--- config.mk ---
export PLATFORM = sky130hd
export DESIGN_NAME = usb_irq_global
export DESIGN_NICKNAME = d
export VERILOG_FILES = /design/src/usb_irq_pkg.sv /design/src/ep_handshake_filter.sv /design/src/usb_irq_global.sv
export SDC_FILE = /design/constraint.sdc
export NUM_CORES = 1
export LEC_CHECK = 0
export BUFFER_PORTS_ARGS = -buffer_cell sky130_fd_sc_hd__buf_2
export CORE_MARGIN = 3
export CORE_UTILIZATION = 54
export CTS_CLUSTER_DIAMETER = 80
export DETAILED_ROUTE_END_ITERATION = 10
export PLACE_DENSITY = 0.95
export SLEW_MARGIN = 15
export SYNTH_ARGS = -nofsm -noshare
export SYNTH_HDL_FRONTEND = slang
export SYNTH_HIERARCHICAL = 1
export SYNTH_SLANG_ARGS = --single-unit
--- constraint.sdc ---
create_clock -name clk_sys -period 4.4 [get_ports clk_sys]
set_input_delay 0.88 -clock clk_sys [delete_from_list [all_inputs] [get_ports clk_sys]]
set_output_delay 0.88 -clock clk_sys [all_outputs]
set_load 0.05 [all_outputs]
--- src/usb_irq_pkg.sv ---
`default_nettype none
package usb_irq_pkg;

	// ==========================================================================
	// Register byte addresses
	localparam logic [31:0] ADDR_OUTPUT_CONFIG = 32'h8004_1010;
	localparam logic [31:0] ADDR_ENABLE_MASK = 32'h8004_108c;
	localparam logic [31:0] ADDR_PENDING_FLAGS = 32'h8004_1094;
	localparam logic [31:0] ADDR_CLEAR_STROBE = 32'h8004_10ac;
	localparam logic [31:0] ADDR_FORCE_SET = 32'h8004_10b0;
	localparam logic [31:0] ADDR_LINE_ROUTE = 32'h8004_10b4;
	localparam logic [31:0] ADDR_EP_EVENT_STATUS = 32'h8004_10c0;
	localparam logic [31:0] ADDR_EP_EVENT_MASK = 32'h8004_10c4;

	typedef enum logic [3:0] {
		SEL_NONE,
		SEL_CONFIG,
		SEL_ENABLE,
		SEL_PENDING,
		SEL_CLEAR,
		SEL_FORCE,
		SEL_ROUTE,
		SEL_EP_STATUS,
		SEL_EP_MASK
	} reg_sel_t;

	// ==========================================================================
	// Field positions and widths
	localparam int NUM_EVENTS = 8;
	localparam int NUM_EP_CLASSES = 3;
	localparam int CFG_POLARITY_BIT = 0;
	localparam int CFG_EDGE_BIT = 1;
	localparam int CFG_OUT_FILTER_LSB = 2;
	localparam int CFG_IN_FILTER_LSB = 4;
	localparam int CFG_CTRL_FILTER_LSB = 6;

	// Event bits that survive a USB bus reset in the enable and pending registers.
	localparam logic [7:0] BUS_RESET_KEEP = 8'h01;

	// ==========================================================================
	// Reset values
	localparam logic [7:0] ENABLE_RESET = 8'h00;
	localparam logic [7:0] PENDING_RESET = 8'h00;
	localparam logic [7:0] ROUTE_RESET = 8'h00;
	localparam logic POLARITY_RESET = 1'b0;
	localparam logic EDGE_RESET = 1'b0;
	localparam logic [1:0] FILTER_RESET = 2'h3;
	localparam logic [2:0] EP_STATUS_RESET = 3'h0;
	localparam logic [2:0] EP_MASK_RESET = 3'h0;

	// ==========================================================================
	// Endpoint classes and handshake kinds
	localparam int EP_CLASS_OUT = 0;
	localparam int EP_CLASS_IN = 1;
	localparam int EP_CLASS_CTRL = 2;

	typedef enum logic [1:0] {
		HS_ACK,
		HS_NAK,
		HS_STALL,
		HS_NYET
	} hs_kind_t;

endpackage
`default_nettype wire

--- src/ep_handshake_filter.sv ---
`timescale 1ns/1ps
`default_nettype none
module ep_handshake_filter #(
	parameter int CLASS = 0
) (
	input wire logic clk_sys,
	input wire logic srst,
	input wire logic bus_reset,
	input wire logic [1:0] mode,
	input wire logic hs_valid,
	input wire logic [1:0] hs_kind,
	output logic hit
);

	typedef struct packed {
		logic ack_seen;
	} filt_state_t;

	filt_state_t st;
	filt_state_t next_st;
	logic is_ack;
	logic is_nak;
	logic is_stall;
	logic first_nak;
	logic pass;

	// ==========================================================================
	// Handshake selection
	always_comb begin
		next_st = st;
		is_ack = hs_kind == usb_irq_pkg::HS_ACK;
		is_nak = hs_kind == usb_irq_pkg::HS_NAK;
		is_stall = hs_kind == usb_irq_pkg::HS_STALL;
		first_nak = is_nak && st.ack_seen;
		pass = 1'b0;
		if (CLASS == usb_irq_pkg::EP_CLASS_OUT) begin
			case (mode)
				2'h0: pass = 1'b1;
				2'h1: pass = !is_nak;
				default: pass = !is_nak || first_nak;
			endcase
		end else if (CLASS == usb_irq_pkg::EP_CLASS_IN) begin
			case (mode)
				2'h0: pass = is_ack;
				2'h1: pass = !is_nak;
				default: pass = is_ack || first_nak;
			endcase
		end else begin
			case (mode)
				2'h0: pass = is_ack || is_stall || is_nak;
				2'h1: pass = is_ack || is_stall;
				default: pass = is_ack || is_stall || first_nak;
			endcase
		end
		hit = hs_valid && pass;
		// In filter modes 2 and 3 only the first NAK after an ACK counts, so any NAK disarms the tracker.
		if (hs_valid && is_ack) begin
			next_st.ack_seen = 1'b1;
		end else if (hs_valid && is_nak) begin
			next_st.ack_seen = 1'b0;
		end
		if (bus_reset) begin
			next_st.ack_seen = 1'b0;
		end
	end

	always_ff @(posedge clk_sys) begin
		if (srst) begin
			st <= '0;
		end else begin
			st <= next_st;
		end
	end
endmodule
`default_nettype wire

--- src/usb_irq_global.sv ---
// Contract
// - Force-register one bit raises matching global request.
// - Force register reads zero in low bits.
// - Force-register zero bits leave requests unchanged.
// - Force bits map events zero through seven.
// - Drive request lines zero and one.
// - Routing bit picks request line per event.
// - Routing bits clear on both resets.
// - Config bit zero selects request line polarity.
// - Config bit one selects edge or level.
// - OUT endpoint filter field selects handshakes.
// - IN endpoint filter field selects handshakes.
// - Control endpoint filter field selects handshakes.
// - Hardware event sets its pending bit only when enabled; forced bits set regardless.
// - Clear register ones clear, reads zero.
`timescale 1ns/1ps
`default_nettype none
module usb_irq_global (
	input wire logic clk_sys,
	input wire logic srst,
	input wire logic psel,
	input wire logic penable,
	input wire logic pwrite,
	input wire logic [31:0] paddr,
	input wire logic [31:0] pwdata,
	output logic [31:0] prdata,
	output logic pready,
	output logic pslverr,
	input wire logic [7:0] hw_event,
	input wire logic bus_reset,
	input wire logic [2:0] ep_hs_valid,
	input wire logic [5:0] ep_hs_kind,
	output logic irq_req0,
	output logic irq_req1,
	output logic ep_irq
);

	typedef struct packed {
		logic [7:0] enable;
		logic [7:0] pending;
		logic [7:0] route;
		logic polarity;
		logic edge_mode;
		logic [1:0] out_filter;
		logic [1:0] in_filter;
		logic [1:0] ctrl_filter;
		logic [2:0] ep_status;
		logic [2:0] ep_mask;
		logic [31:0] rdata;
		logic req0;
		logic req1;
		logic ep_irq;
	} state_t;

	localparam state_t RESET_ST = '{
		enable: usb_irq_pkg::ENABLE_RESET,
		pending: usb_irq_pkg::PENDING_RESET,
		route: usb_irq_pkg::ROUTE_RESET,
		polarity: usb_irq_pkg::POLARITY_RESET,
		edge_mode: usb_irq_pkg::EDGE_RESET,
		out_filter: usb_irq_pkg::FILTER_RESET,
		in_filter: usb_irq_pkg::FILTER_RESET,
		ctrl_filter: usb_irq_pkg::FILTER_RESET,
		ep_status: usb_irq_pkg::EP_STATUS_RESET,
		ep_mask: usb_irq_pkg::EP_MASK_RESET,
		rdata: 32'h0000_0000,
		req0: 1'b0,
		req1: 1'b0,
		ep_irq: 1'b0
	};

	state_t st;
	state_t next_st;
	usb_irq_pkg::reg_sel_t sel;
	logic wr_access;
	logic rd_access;
	logic rd_setup;
	logic [7:0] wdata8;
	logic [7:0] force_bits;
	logic [7:0] clear_bits;
	logic [7:0] set_bits;
	logic [7:0] new_bits;
	logic [7:0] pend;
	logic [2:0] ep_hit;
	logic [2:0] ep_read_clear;
	logic [5:0] ep_modes;
	logic level0;
	logic level1;
	logic fresh0;
	logic fresh1;

	// ==========================================================================
	// Address decode
	function automatic usb_irq_pkg::reg_sel_t decode(input logic [31:0] addr);
		case (addr)
			usb_irq_pkg::ADDR_OUTPUT_CONFIG: decode = usb_irq_pkg::SEL_CONFIG;
			usb_irq_pkg::ADDR_ENABLE_MASK: decode = usb_irq_pkg::SEL_ENABLE;
			usb_irq_pkg::ADDR_PENDING_FLAGS: decode = usb_irq_pkg::SEL_PENDING;
			usb_irq_pkg::ADDR_CLEAR_STROBE: decode = usb_irq_pkg::SEL_CLEAR;
			usb_irq_pkg::ADDR_FORCE_SET: decode = usb_irq_pkg::SEL_FORCE;
			usb_irq_pkg::ADDR_LINE_ROUTE: decode = usb_irq_pkg::SEL_ROUTE;
			usb_irq_pkg::ADDR_EP_EVENT_STATUS: decode = usb_irq_pkg::SEL_EP_STATUS;
			usb_irq_pkg::ADDR_EP_EVENT_MASK: decode = usb_irq_pkg::SEL_EP_MASK;
			default: decode = usb_irq_pkg::SEL_NONE;
		endcase
	endfunction

	assign sel = decode(paddr);
	assign wr_access = psel && penable && pwrite;
	assign rd_access = psel && penable && !pwrite;
	assign rd_setup = psel && !penable && !pwrite;
	assign wdata8 = pwdata[7:0];
	assign pready = 1'b1;
	assign pslverr = psel && penable && (sel == usb_irq_pkg::SEL_NONE);
	assign prdata = st.rdata;
	assign irq_req0 = st.req0;
	assign irq_req1 = st.req1;
	assign ep_irq = st.ep_irq;
	assign pend = st.pending;

	// ==========================================================================
	// Endpoint handshake filters
	assign ep_modes = {st.ctrl_filter, st.in_filter, st.out_filter};

	genvar gi;
	generate
		for (gi = 0; gi < usb_irq_pkg::NUM_EP_CLASSES; gi++) begin : g_filter
			ep_handshake_filter #(
				.CLASS(gi)
			) u_filter (
				.clk_sys(clk_sys),
				.srst(srst),
				.bus_reset(bus_reset),
				.mode(ep_modes[2*gi +: 2]),
				.hs_valid(ep_hs_valid[gi]),
				.hs_kind(ep_hs_kind[2*gi +: 2]),
				.hit(ep_hit[gi])
			);
		end
	endgenerate

	// ==========================================================================
	// Event capture
	// Hardware events land only on enabled bits; forced bits land unconditionally.
	assign force_bits = (wr_access && sel == usb_irq_pkg::SEL_FORCE) ? wdata8 : 8'h00;
	assign clear_bits = (wr_access && sel == usb_irq_pkg::SEL_CLEAR) ? wdata8 : 8'h00;
	assign set_bits = (hw_event & st.enable) | force_bits;
	// A read clears only the bits it returned, so an event in between is kept.
	assign ep_read_clear = (rd_access && sel == usb_irq_pkg::SEL_EP_STATUS) ?
		st.rdata[2:0] : 3'h0;

	// ==========================================================================
	// Next state
	always_comb begin
		next_st = st;
		new_bits = 8'h00;
		level0 = 1'b0;
		level1 = 1'b0;
		fresh0 = 1'b0;
		fresh1 = 1'b0;
		if (wr_access) begin
			case (sel)
				usb_irq_pkg::SEL_CONFIG: begin
					next_st.polarity = pwdata[usb_irq_pkg::CFG_POLARITY_BIT];
					next_st.edge_mode = pwdata[usb_irq_pkg::CFG_EDGE_BIT];
					next_st.out_filter = pwdata[usb_irq_pkg::CFG_OUT_FILTER_LSB +: 2];
					next_st.in_filter = pwdata[usb_irq_pkg::CFG_IN_FILTER_LSB +: 2];
					next_st.ctrl_filter = pwdata[usb_irq_pkg::CFG_CTRL_FILTER_LSB +: 2];
				end
				usb_irq_pkg::SEL_ENABLE: begin
					next_st.enable = wdata8;
				end
				usb_irq_pkg::SEL_ROUTE: begin
					next_st.route = wdata8;
				end
				usb_irq_pkg::SEL_EP_MASK: begin
					next_st.ep_mask = pwdata[2:0];
				end
				default: begin
				end
			endcase
		end
		next_st.pending = st.pending;
		// Bus reset restores its defaults but leaves polarity and edge alone.
		if (bus_reset) begin
			next_st.route = usb_irq_pkg::ROUTE_RESET;
			next_st.enable = next_st.enable & usb_irq_pkg::BUS_RESET_KEEP;
			next_st.pending = st.pending & usb_irq_pkg::BUS_RESET_KEEP;
			next_st.out_filter = usb_irq_pkg::FILTER_RESET;
			next_st.in_filter = usb_irq_pkg::FILTER_RESET;
			next_st.ctrl_filter = usb_irq_pkg::FILTER_RESET;
		end
		// Setting wins over clearing in the same cycle.
		next_st.pending = (next_st.pending & ~clear_bits) | set_bits;
		new_bits = next_st.pending & ~st.pending;
		next_st.ep_status = (st.ep_status & ~ep_read_clear) | ep_hit;
		next_st.ep_irq = |(next_st.ep_status & next_st.ep_mask);
		// Both lines are shaped from the same pending vector, forced or not.
		level0 = |(next_st.pending & ~next_st.route);
		level1 = |(next_st.pending & next_st.route);
		fresh0 = |(new_bits & ~next_st.route);
		fresh1 = |(new_bits & next_st.route);
		if (next_st.edge_mode) begin
			next_st.req0 = fresh0 ^ next_st.polarity;
			next_st.req1 = fresh1 ^ next_st.polarity;
		end else begin
			next_st.req0 = level0 ^ next_st.polarity;
			next_st.req1 = level1 ^ next_st.polarity;
		end
		if (rd_setup) begin
			case (sel)
				usb_irq_pkg::SEL_CONFIG: next_st.rdata = {24'h00_0000, st.ctrl_filter,
					st.in_filter, st.out_filter, st.edge_mode, st.polarity};
				usb_irq_pkg::SEL_ENABLE: next_st.rdata = {24'h00_0000, st.enable};
				usb_irq_pkg::SEL_PENDING: next_st.rdata = {24'h00_0000, st.pending};
				usb_irq_pkg::SEL_ROUTE: next_st.rdata = {24'h00_0000, st.route};
				usb_irq_pkg::SEL_EP_STATUS: next_st.rdata = {29'h0000_0000, st.ep_status};
				usb_irq_pkg::SEL_EP_MASK: next_st.rdata = {29'h0000_0000, st.ep_mask};
				default: next_st.rdata = 32'h0000_0000;
			endcase
		end
	end

	always_ff @(posedge clk_sys) begin
		if (srst) begin
			st <= RESET_ST;
		end else begin
			st <= next_st;
		end
	end
endmodule
`default_nettype wire

==> results of run 1 <==
cell families (layout without fill, tap and decap cells):
| kind of cell | count (synthesis) | count (layout) | synth area share (%) |
|---|---|---|---|
| mux | 14 | 14 | 4.12 |
| xor+xnor | 1 | 1 | 0.257 |
| flops | 52 | 52 | 30.6 |
| buf+inv | 59 | 97 | 10.6 |
| simple gates | 188 | 188 | 31.6 |
| compound gates | 106 | 106 | 22.6 |
| other cells | 2 | 25 | 0.221 |
routing by layer:
| layer | vias to the layer above | share of wire [%] | track usage (%) |
|---|---|---|---|
| li1 | 1608 | - | - |
| met1 | 1622 | 38 | 36.5 |
| met2 | 249 | 46 | 46.9 |
| met3 | 49 | 12 | 6.50 |
| met4 | 0 | 3.6 | 10.6 |
| met5 | - | 0 | 0 |
power by group:
group / internal (mW) / leakage (nW) / switching, mW
registers: 0.475 / 0.420 / 0.00283
clock network: 0.172 / 0.0558 / 0.167
logic: 0.0397 / 1.11 / 0.110
path summary, 6_finish.rpt:
| check | start | to | slack, ps | depth (start not counted) |
|---|---|---|---|---|
| setup / recovery | paddr[4] | pslverr | 800 | 8 |
| hold / removal | prdata[6] | prdata[6] | 490 | 2 |
| setup reg to reg | pend[2] | irq_req0 | 2570 | 7 |
| hold reg to reg | prdata[6] | prdata[6] | 490 | 2 |
worst reg2reg max path, stage by stage (launching register included):
cell      delay (ps)
dfxtp_1          340
nand2_1           70
a21oi_1           40
a211oi_1         470
o22ai_1          170
a2111o_1         310
o22a_1           200
mux2i_1          120
state kept, by name, indices dropped and copies added (netlist names):
| register | cells |
|---|---|
| ep_modes | 6 |
| g_filter.u_filter/st | 3 |
| st | 24 |
| irq_req1 | 1 |
| pend | 8 |
| prdata | 8 |
| irq_req0 | 1 |
| ep_irq | 1 |
synth_stat cells (4+ instances only):
library cell / instances
dfxtp_1: 52
nor2b_1: 17
clkbuf_1: 12
o21ai_1: 12
mux2i_1: 14
nand2_1: 44
nand3_1: 14
nor3_1: 6
nor2_1: 40
a32oi_1: 7
a21o_1: 6
a211oi_1: 4
nand2b_1: 9
and3_1: 9
buf_2: 4
buf_4: 34
nand4_1: 12
inv_1: 8
a221oi_1: 4
a21oi_1: 37
a222oi_1: 8
layout make-up:
cell class / instances / area [um2] / area share (%)
repair buffers: 81 / 423 / 11.2
clock buffers: 6 / 72.6 / 1.92
inverters: 8 / 30.0 / 0.793
multi-input cells: 334 / 2090 / 55.1
well taps: 75 / 93.8 / 2.48
clock inverters: 2 / 38.8 / 1.02
flip-flops and latches: 52 / 1040 / 27.5
cells in the final DEF, fill, tap and decap left out, types with 4 or more instances in the layout:
master,Yosys,routed
clkbuf_8,0,5
o21ai_1,12,12
a211oi_1,4,4
a222oi_1,8,8
mux2i_1,14,14
a221oi_1,4,4
inv_1,8,8
buf_4,34,7
nand2b_1,9,9
nor2_1,40,40
conb_1,2,25
nand4_1,12,12
and3_1,9,9
a21o_1,6,6
dfxtp_1,52,52
nand3_1,14,14
buf_2,4,74
nor2b_1,17,17
a32oi_1,7,7
nor3_1,6,6
nand2_1,44,44
a21oi_1,37,37
per-stage QoR:
step           total power [mW]  utilization [%]  setup slack, ps
2_1_floorplan             0.601                -              916
3_3_place_gp              0.630             61.0              733
3_5_place_dp              0.635             61.0              682
4_1_cts                   0.963             62.8              846
5_1_grt                   0.991             62.8              658
6_report                  0.967             62.8              804
==> impl_metrics.tcl, run 1 <==
set metrics [dict create \
    status "completed" \
    cts_tree "done" \
    track_usage_pct 28.6 \
    cp_slowest_cell "o21a_2" \
    stdcell_area_mm2 0.00378 \
    grt_max_degree 41 \
    first_iter_violations 502 \
    drv_cap 0 \
    clock_latency_ps 310 \
    period_minus_slack_ps 3600 \
    async_flop_share_pct 0 \
    slew_viol_final 0 \
    fmax_mhz 278 \
    cts_root_buf "clkbuf_8" \
    max-slew-margin-rel_pct 43.0 \
    portBuffers 74 \
    cp_max_fo 23 \
    synth_area_leaders "dfxtp_1 31%, buf_4 7.5%, a21oi_1 5.4%" \
    wl_per_cell_um 18.8 \
    avgSynthCellArea_um2 8.06 \
    yosysSeqAreaShare_pct 30.6 \
    start_util_pct 56.5 \
    numCtsBuffers 5 \
    hp-class "reg2reg" \
    power.density_mw_per_mm2 255 \
    path_clk_slew_ps 90 \
    drive_gt1_share_pct 22.2 \
    synth-seq-cells 52 \
    yosysTopAreaCellShare_pct 30.6 \
    finalHoldViolCount 0 \
    critPathMaxStageDelay_ps 500 \
    cts_sinks 52 \
    htreeDepth 2 \
    die_h_um 85.4 \
    dr_total_vias 3528 \
    cpMostUsedCell "buf_2" \
    tns_ps 0 \
    ir_drop_mv 0.200 \
    yosysTopAreaCell "dfxtp_1" \
    antenna_found_initial 0 \
    antenna_cells 0 \
    p_leak_nw 1.59 \
    nets 569 \
    crit_family "compound AO/OA/AOI/OAI gates" \
    fin_cells 558 \
    tightest_slew_ps 850 \
    num_io_pins 124 \
    overflow 0 \
    rows 28 \
    dp_cells 550 \
    drt-total-wl_um 10500 \
    grt_pass1_vias 3400 \
    rsz0062_at_grt "false" \
    ant_nets 0 \
    crit_type "in2out" \
    end_kind "output port" \
    area_delta_synth_final_pct 11.3 \
    path_cells "buf_2 -> or3b_1 -> a211oi_2 -> o21a_2 -> nor2_1 -> a21oi_1 -> nor2b_1 -> buf_2" \
    cts_resized 0 \
    dieArea_mm2 0.00729 \
    dpl_cell_area_mm2 0.00367 \
    synth_edf_count 0 \
    synthCells 422 \
    cts_setup_buffers 0 \
    setup_viol_count_final 0 \
    grt_pass1_wl_um 16800 \
    crit_required_ps 3520 \
    yosys_warnings 6 \
    holdWs_ps 491 \
    path_buf_inv 2 \
    cts_hold_buf 0 \
    startpoint_type "primary input" \
    place_congestion 0.971 \
    firstDrtPassIters 7 \
    min_period_over_period_pct 81.7 \
    synthDistinctLibCells 67 \
    fillerInstances 532 \
    core_area_mm2 0.00603 \
    die_x_um 85.4 \
    avgViaCountPerCell 6.32 \
    synth_area_mm2 0.00340 \
    dp_hpwl_um 7930 \
    cts.path.max_buffers 2 \
    drcViolationCount 0 \
    arrival_ps 2720 \
    ys.flop_type "dfxtp_1" \
    clock_skew_ps 5.90 \
]
Power figures use the tool's default switching activity.
==> run 2: changes to the inputs <==
--- a/config.mk
+++ b/config.mk
@@ -7,10 +7,10 @@
 export LEC_CHECK = 0
 export BUFFER_PORTS_ARGS = -buffer_cell sky130_fd_sc_hd__buf_2
 export CORE_MARGIN = 3
-export CORE_UTILIZATION = 54
+export CORE_UTILIZATION = 45
 export CTS_CLUSTER_DIAMETER = 80
 export DETAILED_ROUTE_END_ITERATION = 10
-export PLACE_DENSITY = 0.95
+export PLACE_DENSITY = 0.86
 export SLEW_MARGIN = 15
 export SYNTH_ARGS = -nofsm -noshare
 export SYNTH_HDL_FRONTEND = slang
==> constraint.sdc (replaced) <==
create_clock -name clk_sys -period 3 [get_ports clk_sys]
set_input_delay 0.6 -clock clk_sys [delete_from_list [all_inputs] [get_ports clk_sys]]
set_output_delay 0.6 -clock clk_sys [all_outputs]
set_load 0.05 [all_outputs]
==> run 2 against run 1 <==
- die area is 19% higher
- sequential share of layout area is 2.4 points lower
- sequential power is 47% higher
- total power is 40% higher
==> impl_metrics.tcl, run 2 (synthesized netlist as in run 1, its figures left out) <==
set metrics [dict create \
    grt_use_met3_pct 4.14 \
    path_cells "buf_2 -> buf_4 -> buf_4 -> and4b_1 -> o21ai_1 -> buf_4 -> nand2_1 -> nor2_1 -> a21oi_1 -> nor2b_1 -> buf_2" \
    grt_pass1_vias 3511 \
    rows 31 \
    top_usage_layer "met2" \
    core_area_mm2 0.00729 \
    crit_family "buffers and inverters" \
    slew_viol_final 0 \
    top_register "st" \
    cts_sinks 52 \
    num_io_pins 124 \
    track_usage_pct 25.3 \
    ff2ff_path_depth 7 \
    fmax_mhz 353 \
    r2r_end "irq_req0" \
    drcViolationCount 0 \
    arrival_ps 2230 \
    power.density_mw_per_mm2 327 \
    pwr-share-comb_pct 17.3 \
    finalWorstSetupSlack_ps 171 \
    max-slew-margin-rel_pct 49.8 \
    grt_pass1_wl_um 17200 \
    area_delta_synth_final_pct 21.8 \
    avgViaCountPerCell 5.81 \
    ant_nets 0 \
    switching_power_uw 423 \
    gr-usage-met2_pct 43.7 \
    clock_latency_ps 320 \
    hold_end "g_filter[0].u_filter/st" \
    drv_cap 0 \
    reg2reg_from "pend[7]" \
    crit_type "in2out" \
    cts_root_buf "clkbuf_8" \
    end_kind "output port" \
    nets 614 \
    whs_path_depth 2 \
    stdcell_area_mm2 0.00414 \
    clock_skew_ps 8.46 \
    firstDrtPassIters 6 \
    antenna_found_initial 0 \
    final_common_cell "buf_2" \
    grt_max_degree 27 \
    dp_slack_ps -126 \
    drive_gt1_share_pct 29.0 \
    hp-class "in2reg" \
    r2r_slack_ps 1310 \
    setup_viol_count_final 0 \
    hp-start "ep_hs_kind[0]" \
    die_x_um 93.0 \
    ir_drop_mv 0.147 \
    seq_power_share_pct 51.7 \
    dpl_cell_area_mm2 0.00405 \
    internal_power_uw 933 \
    cts_tree "done" \
    cts.path.max_buffers 2 \
    cpMostUsedCell "buf_4" \
    startpoint_type "primary input" \
    dr_total_vias 3640 \
    crit_required_ps 2400 \
    dieArea_mm2 0.00864 \
    drt-total-wl_um 10900 \
    start_util_pct 46.7 \
    htreeDepth 2 \
    die_h_um 93.0 \
    p_leak_nw 1.79 \
    largest_reg_flops 24 \
    cp_max_fo 5 \
    path_clk_slew_ps 100 \
    cts_setup_buffers 0 \
    critPathMaxStageDelay_ps 280 \
    numCtsBuffers 5 \
    cts_hold_buf 0 \
    antenna_cells 0 \
    swShare_pct 31.2 \
    dp_hpwl_um 8530 \
    first_iter_violations 325 \
    period_minus_slack_ps 2830 \
    p_clk_share_pct 31.1 \
    cp_slowest_cell "buf_2" \
    cts_resized 0 \
    place_congestion 0.913 \
    portBuffers 74 \
    tightest_slew_ps 749 \
    grt_use_met1_pct 31.3 \
    wl_per_cell_um 17.4 \
    overflow 0 \
    rsz0062_at_grt "false" \
    finalHoldViolCount 0 \
    layout_common_cells "74 x buf_2, 52 x dfxtp_1, 51 x buf_4" \
    min_period_over_period_pct 94.3 \
    path_buf_inv 5 \
    status "completed" \
]
run 2: changes by cell type in the layout (fill, tap and decap cells not counted), sizes merged:
cell / previous run / this run
buf: 81 / 126
bufinv: 1 / 0
clkbuf: 6 / 5
clkinv: 0 / 1
clkinvlp: 0 / 1
run 2: cell type report:
type / count / area [um2]
Fill cell: 680 / 3150
Clock inverter: 3 / 21.3
Sequential cell: 52 / 1040
Inverter: 8 / 30.0
Tap cell: 99 / 124
Clock buffer: 5 / 68.8
Multi-Input combinational cell: 334 / 2090
Timing Repair Buffer: 126 / 773
run 2: routing by layer:
layer,vias up,share of wire [%]
met3,36,8.7
met5,-,0
met1,1696,39
li1,1702,-
met2,206,49
met4,0,3.1
run 2: metrics by stage:
stage          setup TNS [ps]  cells  total power, mW  util, %  hold WS (ps)
2_1_floorplan               0    445            0.881        -           449
3_3_place_gp             -264    619            0.941     55.6           457
3_5_place_dp             -305    619            0.947     55.6           463
4_1_cts                     0    627             1.35     56.8           477
5_1_grt                     0    627             1.40     56.8           483
6_report                    0    627             1.36     56.8           478
run 2: worst max-delay path by stage:
stage               startpoint       end  slack (ps)  depth (start not counted)
finish                paddr[4]   pslverr         170                         11
global route          paddr[4]  irq_req0        0.08                         11
CTS                   paddr[4]   pslverr         190                         11
detailed placement    paddr[6]  irq_req0        -130                         11
global placement      paddr[1]  irq_req1        -110                         11
floorplan             paddr[5]   pslverr          80                          8
run 2: power groups by stage:
stage          sequential, mW  combinational, mW  clock [mW]
4_1_cts                 0.700              0.231       0.423
5_1_grt                 0.701              0.249       0.452
3_3_place_gp            0.716              0.225           0
6_report                0.700              0.234       0.421
2_1_floorplan           0.715              0.167           0
3_5_place_dp            0.716              0.231           0
